**src/rtl/clock_status_regs.svh**
```systemverilog
// register map, field positions, reset values and timing of the clock source status block
// Functional notes
// - flag sets on lost lock after acquisition
// - reset or write one clears flag
// - flag raises request when enable set
// - lock indicator reports current lock
// - loop disabled turns lock detection off
// - reference, divider, internal trim change clears lock
// - stop entry clears lock until relock
// - reference source status: 1 internal
// - reference status follows after synchroniser delay
// - clock mode status encoding 00/01/10
// - clock mode status follows after synchroniser
// - reserved status bits read zero
// - oscillator enable bit drives oscillator
// - enable only matters while flag set
`ifndef CLOCK_STATUS_REGS_SVH
`define CLOCK_STATUS_REGS_SVH

// register indices; byte address is four times the index
`define CSF_IDX_LOOP_CTRL 16'h303B
`define CSF_IDX_STATUS 16'h303C
`define CSF_IDX_OSC 16'h303E
`define CSF_IDX_IRQ_STAT 16'h3040
`define CSF_IDX_IRQ_MASK 16'h3041

// status register fields
`define CSF_LOSS_OF_LOCK_FLAG_BIT 7
`define CSF_LOCK_BIT 6
`define CSF_REFST_BIT 4
`define CSF_MODE_HI 3
`define CSF_MODE_LO 2

// control fields
`define CSF_LOSS_OF_LOCK_IRQ_ENABLE_BIT 7
`define CSF_OSCILLATOR_ENABLE_BIT 7

// interrupt event bits
`define CSF_EV_LOST 0
`define CSF_EV_ACQUIRED 1
`define CSF_EV_MODE 2

// reset values
`define CSF_RST_OSCILLATOR_ENABLE 1'b0
`define CSF_RST_LOSS_OF_LOCK_IRQ_ENABLE 1'b0
`define CSF_RST_MASK 3'h0
`define CSF_RST_MODE 2'h0

// lock qualification time and clock period
`define CSF_LOCK_QUAL_NS 200
`define CSF_CLK_PERIOD_NS 10
`define CSF_LOCK_QUAL_CYC ((`CSF_LOCK_QUAL_NS + `CSF_CLK_PERIOD_NS - 1) / `CSF_CLK_PERIOD_NS)

`endif

```
**src/rtl/clock_status_pkg.sv**
```systemverilog
// types shared by the clock source status block
package clock_status_pkg;

    typedef enum logic [1:0] {
        BUS_IDLE,
        BUS_WRITE,
        BUS_READ,
        BUS_READ_DONE
    } bus_state_e;

    typedef enum logic [2:0] {
        SEL_NONE,
        SEL_STATUS,
        SEL_OSC,
        SEL_LOOP_CTRL,
        SEL_IRQ_STAT,
        SEL_IRQ_MASK
    } reg_sel_e;

    typedef struct packed {
        bus_state_e bus_st;
        reg_sel_e sel;
        logic [7:0] rdata;
        logic lol_flag;
        logic lock;
        logic [15:0] qual_cnt;
        logic ref_sel_prev;
        logic [2:0] div_prev;
        logic [7:0] trim_prev;
        logic stop_prev;
        logic lol_irq_en;
        logic osc_en;
        logic [1:0] clk_mode;
        logic [2:0] irq_stat;
        logic [2:0] irq_mask;
        logic irq;
    } csf_state_s;

endpackage

```
**src/rtl/clock_source_status_flags.sv**
```systemverilog
// status flags, lock tracking and oscillator enable of the internal clock unit
`timescale 1ns/10ps
`include "clock_status_regs.svh"
module clock_source_status_flags
    import clock_status_pkg::*;
#(
    parameter int LOCK_QUAL_CYCLES = `CSF_LOCK_QUAL_CYC
)
(
    input wire logic clock_in,
    input wire logic rst_n_in,
    // ahb-lite slave
    input wire logic hsel_in,
    input wire logic [31:0] haddr_in,
    input wire logic [1:0] htrans_in,
    input wire logic hwrite_in,
    input wire logic [2:0] hsize_in,
    input wire logic [31:0] hwdata_in,
    input wire logic hready_in,
    output logic [31:0] hrdata_out,
    output logic hreadyout_out,
    output logic hresp_out,
    // loop and clock selection inputs
    input wire logic fll_enable_in,
    input wire logic freq_in_tolerance_in,
    input wire logic stop_mode_in,
    input wire logic reference_select_in,
    input wire logic [2:0] reference_divider_in,
    input wire logic [7:0] trim_in,
    input wire logic [1:0] clock_select_in,
    // outputs
    output logic lock_status_out,
    output logic oscillator_enable_out,
    output logic irq_out
);

    csf_state_s state_ff;
    csf_state_s nxt_state;
    logic [2:0] sel_sync;
    logic ref_status;
    logic [1:0] mode_sync;
    logic [2:0] sel_raw;

    // terminal count of the lock qualifier, cut to the counter's width on purpose
    localparam logic [15:0] QUAL_LAST = 16'(LOCK_QUAL_CYCLES - 1);

    initial
    begin
        if (LOCK_QUAL_CYCLES < 1 || LOCK_QUAL_CYCLES > 65535)
        begin
            $error("clock_source_status_flags: LOCK_QUAL_CYCLES out of range");
        end
    end

    ////////////////////////////////////////////////////////////////////////////
    // address decode, used in the address phase only; the read mux takes the stored select
    function automatic reg_sel_e decode(input logic [31:0] addr);
        reg_sel_e sel;
        sel = SEL_NONE;
        if (addr == {14'h0000, `CSF_IDX_STATUS, 2'h0})
        begin
            sel = SEL_STATUS;
        end
        else if (addr == {14'h0000, `CSF_IDX_OSC, 2'h0})
        begin
            sel = SEL_OSC;
        end
        else if (addr == {14'h0000, `CSF_IDX_LOOP_CTRL, 2'h0})
        begin
            sel = SEL_LOOP_CTRL;
        end
        else if (addr == {14'h0000, `CSF_IDX_IRQ_STAT, 2'h0})
        begin
            sel = SEL_IRQ_STAT;
        end
        else if (addr == {14'h0000, `CSF_IDX_IRQ_MASK, 2'h0})
        begin
            sel = SEL_IRQ_MASK;
        end
        return sel;
    endfunction

    // read value of a register; unmapped space reads zero
    function automatic logic [7:0] read_value(
        input reg_sel_e sel,
        input csf_state_s st,
        input logic refst
    );
        logic [7:0] v;
        v = 8'h00; // reserved bits, bit 5 among them, stay zero
        case (sel)
            SEL_STATUS:
            begin
                v[`CSF_LOSS_OF_LOCK_FLAG_BIT] = st.lol_flag;
                v[`CSF_LOCK_BIT] = st.lock;
                v[`CSF_REFST_BIT] = refst;
                v[`CSF_MODE_HI:`CSF_MODE_LO] = st.clk_mode;
            end
            SEL_OSC:
            begin
                v[`CSF_OSCILLATOR_ENABLE_BIT] = st.osc_en;
            end
            SEL_LOOP_CTRL:
            begin
                v[`CSF_LOSS_OF_LOCK_IRQ_ENABLE_BIT] = st.lol_irq_en;
            end
            SEL_IRQ_STAT:
            begin
                v[2:0] = st.irq_stat;
            end
            SEL_IRQ_MASK:
            begin
                v[2:0] = st.irq_mask;
            end
            default:
            begin
                v = 8'h00;
            end
        endcase
        return v;
    endfunction

    // change of reference, divider or, on the internal reference only, trim
    function automatic logic cfg_moved(
        input logic ref_sel,
        input logic [2:0] div,
        input logic [7:0] trim,
        input csf_state_s st
    );
        logic trim_moved;
        trim_moved = ref_sel & (trim != st.trim_prev);
        return (ref_sel != st.ref_sel_prev) | (div != st.div_prev) | trim_moved;
    endfunction

    // request level: loss flag through its enable, events through their mask
    function automatic logic irq_level(input csf_state_s st);
        logic lvl;
        lvl = st.lol_flag & st.lol_irq_en;
        lvl = lvl | (|(st.irq_stat & st.irq_mask));
        return lvl;
    endfunction

    ////////////////////////////////////////////////////////////////////////////
    // reference select on top, clock select below, bundled for one synchroniser
    assign sel_raw = {reference_select_in, clock_select_in};

    // select bits cross from the clock unit's domain before they are reported
    sync_stage #(
        .WIDTH(3)
    ) sync_stage_inst (
        .clock_in(clock_in),
        .rst_n_in(rst_n_in),
        .async_in(sel_raw),
        .sync_out(sel_sync)
    );

    // status follows the select only after the synchroniser delay
    assign ref_status = sel_sync[2];
    assign mode_sync = sel_sync[1:0];

    ////////////////////////////////////////////////////////////////////////////
    // next state: bus slave, lock tracking, flags and interrupt
    always_comb
    begin
        logic accept;
        logic wr_now;
        logic rd_now;
        logic cfg_change;
        logic stop_entry;
        logic run;
        logic lose;
        logic acquire;
        logic mode_change;
        logic [2:0] events;

        accept = 1'b0;
        wr_now = 1'b0;
        rd_now = 1'b0;
        cfg_change = 1'b0;
        stop_entry = 1'b0;
        run = 1'b0;
        lose = 1'b0;
        acquire = 1'b0;
        mode_change = 1'b0;
        events = 3'h0;
        nxt_state = state_ff;

        // bus phases; reads take one wait state so read data comes from a flop
        accept = hsel_in & htrans_in[1] & hready_in;
        case (state_ff.bus_st)
            BUS_IDLE, BUS_READ_DONE:
            begin
                nxt_state.bus_st = BUS_IDLE;
            end
            BUS_WRITE:
            begin
                wr_now = 1'b1;
                nxt_state.bus_st = BUS_IDLE;
            end
            BUS_READ:
            begin
                rd_now = 1'b1;
                nxt_state.rdata = read_value(state_ff.sel, state_ff, ref_status);
                nxt_state.bus_st = BUS_READ_DONE;
            end
            default:
            begin
                nxt_state.bus_st = BUS_IDLE;
            end
        endcase
        // a new address phase may overlap a write data phase
        if (accept && state_ff.bus_st != BUS_READ)
        begin
            nxt_state.sel = decode(haddr_in);
            nxt_state.bus_st = hwrite_in ? BUS_WRITE : BUS_READ;
        end

        // software writes; hardware status fields ignore data
        if (wr_now)
        begin
            case (state_ff.sel)
                SEL_OSC:
                begin
                    nxt_state.osc_en = hwdata_in[`CSF_OSCILLATOR_ENABLE_BIT];
                end
                SEL_LOOP_CTRL:
                begin
                    nxt_state.lol_irq_en = hwdata_in[`CSF_LOSS_OF_LOCK_IRQ_ENABLE_BIT];
                end
                SEL_IRQ_MASK:
                begin
                    nxt_state.irq_mask = hwdata_in[2:0];
                end
                SEL_STATUS:
                begin
                    // write one clears a set flag, zero leaves it alone
                    if (hwdata_in[`CSF_LOSS_OF_LOCK_FLAG_BIT] && state_ff.lol_flag)
                    begin
                        nxt_state.lol_flag = 1'b0;
                    end
                end
                default:
                begin
                    nxt_state.sel = state_ff.sel;
                end
            endcase
        end

        // reading the event register clears it; new events set it below
        if (rd_now && state_ff.sel == SEL_IRQ_STAT)
        begin
            nxt_state.irq_stat = 3'h0;
        end

        // a trim change matters only with the internal reference in use
        cfg_change = cfg_moved(reference_select_in, reference_divider_in, trim_in, state_ff);
        stop_entry = stop_mode_in & ~state_ff.stop_prev;
        run = fll_enable_in & ~stop_mode_in;
        nxt_state.ref_sel_prev = reference_select_in;
        nxt_state.div_prev = reference_divider_in;
        nxt_state.trim_prev = trim_in;
        nxt_state.stop_prev = stop_mode_in;

        // deliberate reconfiguration is not a loss of lock, only drift is
        lose = run & state_ff.lock & ~freq_in_tolerance_in
            & ~cfg_change & ~stop_entry;

        // lock is qualified by a run of in-tolerance cycles
        if (!run || cfg_change || stop_entry || lose)
        begin
            nxt_state.lock = 1'b0;
            nxt_state.qual_cnt = 16'h0000;
        end
        else if (!freq_in_tolerance_in)
        begin
            nxt_state.qual_cnt = 16'h0000;
        end
        else if (!state_ff.lock)
        begin
            if (state_ff.qual_cnt == QUAL_LAST)
            begin
                nxt_state.lock = 1'b1;
                nxt_state.qual_cnt = 16'h0000;
                acquire = 1'b1;
            end
            else
            begin
                nxt_state.qual_cnt = state_ff.qual_cnt + 16'h0001;
            end
        end

        // a loss in the same cycle as a clear wins over the clear
        if (lose)
        begin
            nxt_state.lol_flag = 1'b1;
        end

        // clock mode status; the reserved select code keeps the last mode
        if (mode_sync != 2'h3)
        begin
            nxt_state.clk_mode = mode_sync;
        end
        mode_change = nxt_state.clk_mode != state_ff.clk_mode;

        // sticky events set after the read clear, so set wins
        events[`CSF_EV_LOST] = lose;
        events[`CSF_EV_ACQUIRED] = acquire;
        events[`CSF_EV_MODE] = mode_change;
        nxt_state.irq_stat = nxt_state.irq_stat | events;

        // request while the loss flag is set and enabled, or while an unmasked event is pending
        nxt_state.irq = irq_level(nxt_state);
    end

    ////////////////////////////////////////////////////////////////////////////
    // state register; reset clears the flag and every control bit
    always_ff @(posedge clock_in or negedge rst_n_in)
    begin
        if (!rst_n_in)
        begin
            state_ff <= '0;
            state_ff.bus_st <= BUS_IDLE;
            state_ff.sel <= SEL_NONE;
            state_ff.lol_flag <= 1'b0;
            state_ff.osc_en <= `CSF_RST_OSCILLATOR_ENABLE;
            state_ff.lol_irq_en <= `CSF_RST_LOSS_OF_LOCK_IRQ_ENABLE;
            state_ff.irq_mask <= `CSF_RST_MASK;
            state_ff.clk_mode <= `CSF_RST_MODE;
        end
        else
        begin
            state_ff <= nxt_state;
        end
    end

    ////////////////////////////////////////////////////////////////////////////
    // outputs; the response is always okay
    assign hrdata_out = {24'h000000, state_ff.rdata};
    assign hreadyout_out = state_ff.bus_st != BUS_READ;
    assign hresp_out = 1'b0;
    assign lock_status_out = state_ff.lock;
    assign oscillator_enable_out = state_ff.osc_en;
    assign irq_out = state_ff.irq;

endmodule

```
**src/rtl/sync_stage.sv**
```systemverilog
// two-flop level synchroniser for a small bundle of bits
`timescale 1ns/10ps
module sync_stage
#(
    parameter int WIDTH = 3
)
(
    input wire logic clock_in,
    input wire logic rst_n_in,
    input wire logic [WIDTH-1:0] async_in,
    output logic [WIDTH-1:0] sync_out
);

    typedef struct packed {
        logic [WIDTH-1:0] meta;
        logic [WIDTH-1:0] stable;
    } sync_state_s;

    sync_state_s sync_ff;
    sync_state_s nxt_sync;

    initial
    begin
        if (WIDTH < 1)
        begin
            $error("sync_stage: WIDTH must be at least 1");
        end
    end

    ////////////////////////////////////////////////////////////////////////////
    // first stage feeds only the second stage
    always_comb
    begin
        nxt_sync = sync_ff;
        nxt_sync.meta = async_in;
        nxt_sync.stable = sync_ff.meta;
    end

    always_ff @(posedge clock_in or negedge rst_n_in)
    begin
        if (!rst_n_in)
        begin
            sync_ff <= '0;
        end
        else
        begin
            sync_ff <= nxt_sync;
        end
    end

    assign sync_out = sync_ff.stable;

endmodule

```
**config.mk**
```make
export PLATFORM = sky130hd
export DESIGN_NAME = clock_source_status_flags
export DESIGN_NICKNAME = d
export VERILOG_FILES = /design/src/rtl/clock_status_pkg.sv /design/src/rtl/clock_source_status_flags.sv /design/src/rtl/sync_stage.sv
export VERILOG_INCLUDE_DIRS = /design/src /design/src/rtl
export SDC_FILE = /design/constraint.sdc
export NUM_CORES = 1
export LEC_CHECK = 0
export ABC_AREA = 0
export CAP_MARGIN = 30
export CORE_ASPECT_RATIO = 1.25
export CORE_MARGIN = 10
export CORE_UTILIZATION = 40
export DETAILED_ROUTE_END_ITERATION = 10
export DONT_BUFFER_PORTS = 1
export MAX_ROUTING_LAYER = met4
export SYNTH_ARGS = -nofsm -noshare
export SYNTH_HDL_FRONTEND = slang
export SYNTH_SLANG_ARGS = --single-unit
export TNS_END_PERCENT = 50
```
**constraint.sdc**
```tcl
create_clock -name clock_in -period 2.5 [get_ports clock_in]
set_clock_uncertainty 0.2 [all_clocks]
set_input_delay 0.25 -clock clock_in [delete_from_list [all_inputs] [get_ports clock_in]]
set_output_delay 0.25 -clock clock_in [all_outputs]
set_load 0.005 [all_outputs]
```
# [Word level (Yosys, flattened, before mapping)]
# Cells that the tools add are included.
[classes] bitwise=20 eq_ne=22 n_mux=37 n_reduce_logical=13 add_sub_neg=1
[op_table] cell="== test 32 x 16 -> 1 bit (second input constant)" count=5
[op_table] cell="two-way mux 17 bit" count=2
[op_table] cell="two-way mux 16 bit" count=2
[op_table] cell="two-way mux 3 bit" count=10
[op_table] cell="adder 16 x 1 -> 16 bit (second input constant)" count=1
[op_table] cell="== test 16 x 5 -> 1 bit (second input constant)" count=1
[op_table] cell="two-way mux 1 bit" count=14
[op_table] cell="AND 1 bit" count=10
[op_table] cell="two-way mux 2 bit" count=4
[op_table] cell="!= test 8 bit" count=1
[op_table] cell="case mux 2 bit (2 select lines)" count=2
[op_table] cell="== test 3 x 2 -> 1 bit (second input constant)" count=2
[op_table] cell="== test 3 bit (second input constant)" count=2
[op_table] cell="!= test 2 bit (second input constant)" count=3
[op_table] cell="case mux 1 bit (3 select lines)" count=2
[op_table] cell="OR reduction 3 bit" count=2
[op_table] cell="two-way mux 5 bit" count=1
[op_table] cell="NOT 1 bit" count=5
[op_table] cell="== test 2 bit (second input constant)" count=2
[op_table] cell="OR reduction 4 bit" count=1
[op_table] cell="AND 3 bit" count=1
[op_table] cell="== test 3 x 1 -> 1 bit (second input constant)" count=1
[op_table] cell="logical AND 1 bit" count=3
[op_table] cell="logical OR 1 bit" count=3
[op_table] cell="11 further kinds" count=13
[word_totals] input_bits=91 word_cells=111 out_inout_bits=37 register_bits=60

# [Depth between registers and ports, before layout]
[depth] word_depth=12 depth_mapped=7 ltp_nobuf=6

# [By module]
# From an unflattened synthesis, not the netlist that was laid out.
[unflattened] hier_cells=295 hier_area_um2=3009.1
[by_module_without_submodules] module="clock_source_status_flags" cells_each=289 seq_area_each_um2=1326.3 n_inst=1 area_each_um2=2859.0
[by_module_without_submodules] module="sync_stage" cells_each=6 seq_area_each_um2=150.1 n_inst=1 area_each_um2=150.1

# [Worst setup path before layout]
# OpenSTA, ideal clock, no wires.
[synth_path] path_kind="register -> register" start="reg state_ff[24] (netlist bit)" end="reg state_ff[25] (netlist bit)" path_slack_ps=540 t_arrival_ps=1679 path_stages_with_launch=7 period_less_slack_ps=1960 path_cell_list="dfrtp_1 > ha_1 > nor4b_1 > and4_1 > buf_2 > or3b_2 > a21oi_1"
[synth_via] elab_chain_cells=5 word_cells_on_any_way=6
[synth_lines] item="start, declared" line="clock_source_status_flags.sv:37" rtl="csf_state_s state_ff;"
[synth_lines] item="start signal, assigned" line="clock_source_status_flags.sv:332" rtl="state_ff <= nxt_state;"
[synth_lines] item="adder 16 x 1 -> 16 bit / == test 16 x 5 -> 1 bit (equally long branches)" line="clock_source_status_flags.sv:288, clock_source_status_flags.sv:280"
[synth_lines] item="two-way mux 16 bit (*)" line="clock_source_status_flags.sv:280" rtl="if (state_ff.qual_cnt == QUAL_LAST)"
[synth_lines] item="two-way mux 17 bit (*)" line="clock_source_status_flags.sv:278" rtl="else if (!state_ff.lock)"
[synth_lines] item="two-way mux 16 bit (*)" line="clock_source_status_flags.sv:274" rtl="else if (!freq_in_tolerance_in)"
[synth_lines] item="two-way mux 17 bit (*)" line="clock_source_status_flags.sv:269" rtl="if (!run || cfg_change || stop_entry || lose)"
# Mark *: on every way between the ends. The rest lies on a longest branch, timed or not. The select of a mux whose other input is x is not followed.
# A chain may end at the register's enable or synchronous reset.

# [Final worst setup path]
[layout_path] start="reg state_ff[53] (netlist bit)" end="reg state_ff[51] (netlist bit)"
[layout_via] elab_chain_cells=5 word_cells_on_any_way=8
[layout_lines] item="!= test 2 bit" line="clock_source_status_flags.sv:212" rtl="if (accept && state_ff.bus_st != BUS_READ)"
[layout_lines] item="logical AND 1 bit" line="clock_source_status_flags.sv:212"
[layout_lines] item="two-way mux 5 bit" line="clock_source_status_flags.sv:212"
[layout_lines] item="two-way mux 3 bit" line="clock_source_status_flags.sv:221" rtl="case (state_ff.sel)"
[layout_lines] item="two-way mux 3 bit" line="clock_source_status_flags.sv:219" rtl="if (wr_now)"
# Parallel ways exist; a longest one is shown, timed or not. The select of a mux whose other input is x is not followed.

==> flow_summary.json <==
{
  "synth_ff_type": "dfrtp_1",
  "seq_area_frac_synth_pct": 48.07,
  "period_minus_slack_ns": 2.392,
  "rows": 35,
  "drc": 0,
  "arrival_ns": 2.47,
  "layout.cells.most_common": "dfrtp_1",
  "slowest_stage": "dlygate4sd3_1",
  "die_h_um": 117.1,
  "synth_area_leaders": "dfrtp_1 48%, buf_4 8.2%, o21ai_0 3.8%, xnor2_1 3.8%, nand2_1 3.5%",
  "final_hold_viol_count": 0,
  "stdcell_area_um2": 3518,
  "clock_latency_ns": 0.34,
  "final_cell_mix": "58 x dfrtp_1, 31 x dlygate4sd3_1, 28 x nand2_1",
  "power.leakage_nw": 1.374,
  "syn_area_per_cell_um2": 9.708,
  "hold_path_startpoint": "fll_enable_in",
  "path_cells": "nor2b_1 > buf_4 > o211ai_1 > nand3b_1 > or3_4 > o31ai_4 > dlygate4sd3_1",
  "die_w_um": 97.71,
  "regArea_um2": 1451,
  "core_um2": 7357,
  "status": "completed",
  "num_vias": 2294,
  "finalSetupViolations": 0,
  "period_share_pct": 95.68,
  "multi_input_area_um2": 1349,
  "crit_start": "state_ff[53]",
  "hp-class": "input port to flop",
  "max_freq_mhz": 418.1,
  "worstSetupStartpointType": "flop",
  "ant_nets": 0,
  "gp_congestion": 0.7982,
  "clockBufferDepth": 2,
  "start_util_pct": 41.04,
  "grt_max_degree": 59,
  "synth_edf_count": 0,
  "cts_tree": "built",
  "grt_overflow": 0,
  "critPathRequiredTime_ns": 2.58,
  "crit_family": "simple AND/OR/NAND/NOR gates",
  "synth_warnings": 0,
  "r2r_start": "state_ff[53]",
  "clockRootBuffer": "clkbuf_8",
  "area_delta_synth_final_pct": 16.54,
  "critPathBufInv": 2,
  "grtUsageTotal_pct": 12.69,
  "clkSlewWorstSetupHoldPaths_ns": 0.07,
  "htree_levels": 3,
  "power_density_nw_per_um2": 547.3,
  "slowest_delay_ns": 0.57,
  "ys_ff_latch": 58,
  "post_drt_wl_per_cell_um": 15.82,
  "viasPerCell": 5.178,
  "whs_ns": 0.02806,
  "crit_type": "flop to flop",
  "drive_above_1_share_pct": 9.972,
  "io_buffers": 0,
  "diodes": 0,
  "maxSlewViolCount": 0,
  "preCtsSetupSlack_ns": 0.3588,
  "grt_first_pass_wirelength_um": 11520,
  "wirelength_um": 7007,
  "dp_hpwl_um": 5075,
  "cp_max_fo": 6,
  "synth_top_area_cell": "dfrtp_1",
  "worstSetupEndpointType": "flop",
  "dpl_cell_area_um2": 3002,
  "cts_inserted_buffers": 9,
  "drtPass1Iterations": 5,
  "antenna_found_initial": 0,
  "grt_pass1_vias": 2382,
  "netlist_area_um2": 3019,
  "drtIter0Drc": 88,
  "worst_pin_slew_ns": 0.5609,
  "die-area_um2": 11440,
  "max_cap_violations": 0,
  "layout_setup_ws_ns": 0.1080,
  "ioPinCount": 128,
  "nets": 438,
  "ys_types": 47,
  "synth_async_sr_flop_share_pct": 100.0,
  "netlist_instances": 311,
  "cts_sinks": 58,
  "fillCellCount": 697,
  "ir_drop_mv": 0.3171,
  "relSlewSlack_pct": 62.26,
  "synth_top_area_share_pct": 48.07
}
[flip-flops by register name, summed over array words and instances (netlist names)]
name and count:
sync_stage_inst.nxt_sync 2, hrdata_out 7, sync_stage_inst.sync_out 3, state_ff 43
lock_status_out 1, irq_out 1, oscillator_enable_out 1
[logic make-up after synthesis]
group	Yosys count	synth area share, %
AOI/OAI and AO/OA	59	11.73
xor gates and xnor gates	17	4.932
adders and majority gates	1	0.4144
buffers and inverters	49	10.36
DFF	58	48.07
muxes	7	2.445
other	1	0.1242
and+or+nand+nor	119	21.92
[final cells by class]
type / instances / share of cell area (%)
Clock buffer: 11 / 4.019
Clock inverter: 5 / 0.8535
Inverter: 7 / 0.7468
Multi-Input combinational cell: 229 / 38.34
Sequential cell: 58 / 41.25
Tap cell: 92 / 3.272
Timing Repair Buffer: 41 / 11.52
[worst paths after layout]
check,to,slack [ns],cells past startpoint
max,state_ff[51],0.11,7
max in group asynchronous,state_ff[8],1.62,2
max reg2reg,state_ff[51],0.11,7
min in group asynchronous,state_ff[27],0.23,2
min reg2reg,sync_stage_inst.sync_out[0],0.15,0
min,state_ff[5],0.03,3
[what timing repair did]
| item | CTS | global route |
|---|---|---|
| endpoints found under the hold margin | 86 | 0 |
| setup endpoints to repair | 0 | 1 |
| gates resized for setup | 0 | 1 |
| buffers inserted | 0 | 1 |
| hold buffers | 32 | 0 |
[through the flow]
step / std cells / utilization, % / TNS [ns] / power, mW
floorplan: 336 / - / 0 / 1.115
global placement: 394 / 40.80 / 0 / 1.115
detailed placement: 394 / 40.80 / 0 / 1.117
CTS: 442 / 47.72 / 0 / 1.945
global route: 443 / 47.82 / -0.009695 / 2.020
finish: 443 / 47.82 / 0 / 1.926
[cells in the mapped netlist (5+ instances only)]
cell	count
dfrtp_1	58
buf_4	33
nand2_1	28
o21ai_0	23
nor2_1	19
a21oi_1	17
nand3_1	14
xnor2_1	13
nand4_1	10
nor3_1	8
inv_1	7
nor4_1	7
nand2b_1	5
[worst register-to-register path, stage by stage, from the launching register on]
cell and delay (ns):
dfrtp_1 0.40, nor2b_1 0.15, buf_4 0.15, o211ai_1 0.09, nand3b_1 0.17, or3_4 0.43
o31ai_4 0.16, dlygate4sd3_1 0.57
[metal layers]
| metal | part of all wire, % | vias to the layer above | track usage [%] |
|---|---|---|---|
| li1 | - | 1112 | - |
| met1 | 40 | 1108 | 13.14 |
| met2 | 53 | 63 | 21.42 |
| met3 | 6.1 | 11 | 4.404 |
| met4 | 1.7 | 0 | 6.019 |
| met5 | 0 | - | - |
[power breakdown]
part / leakage [nW] / internal, mW / total, mW / switching, mW
combinational: 0.569 / 0.0895 / 0.184 / 0.0947
clock: 0.0851 / 0.381 / 0.756 / 0.376
sequential: 0.720 / 0.966 / 0.985 / 0.0193
Power figures use the tool's default switching activity.
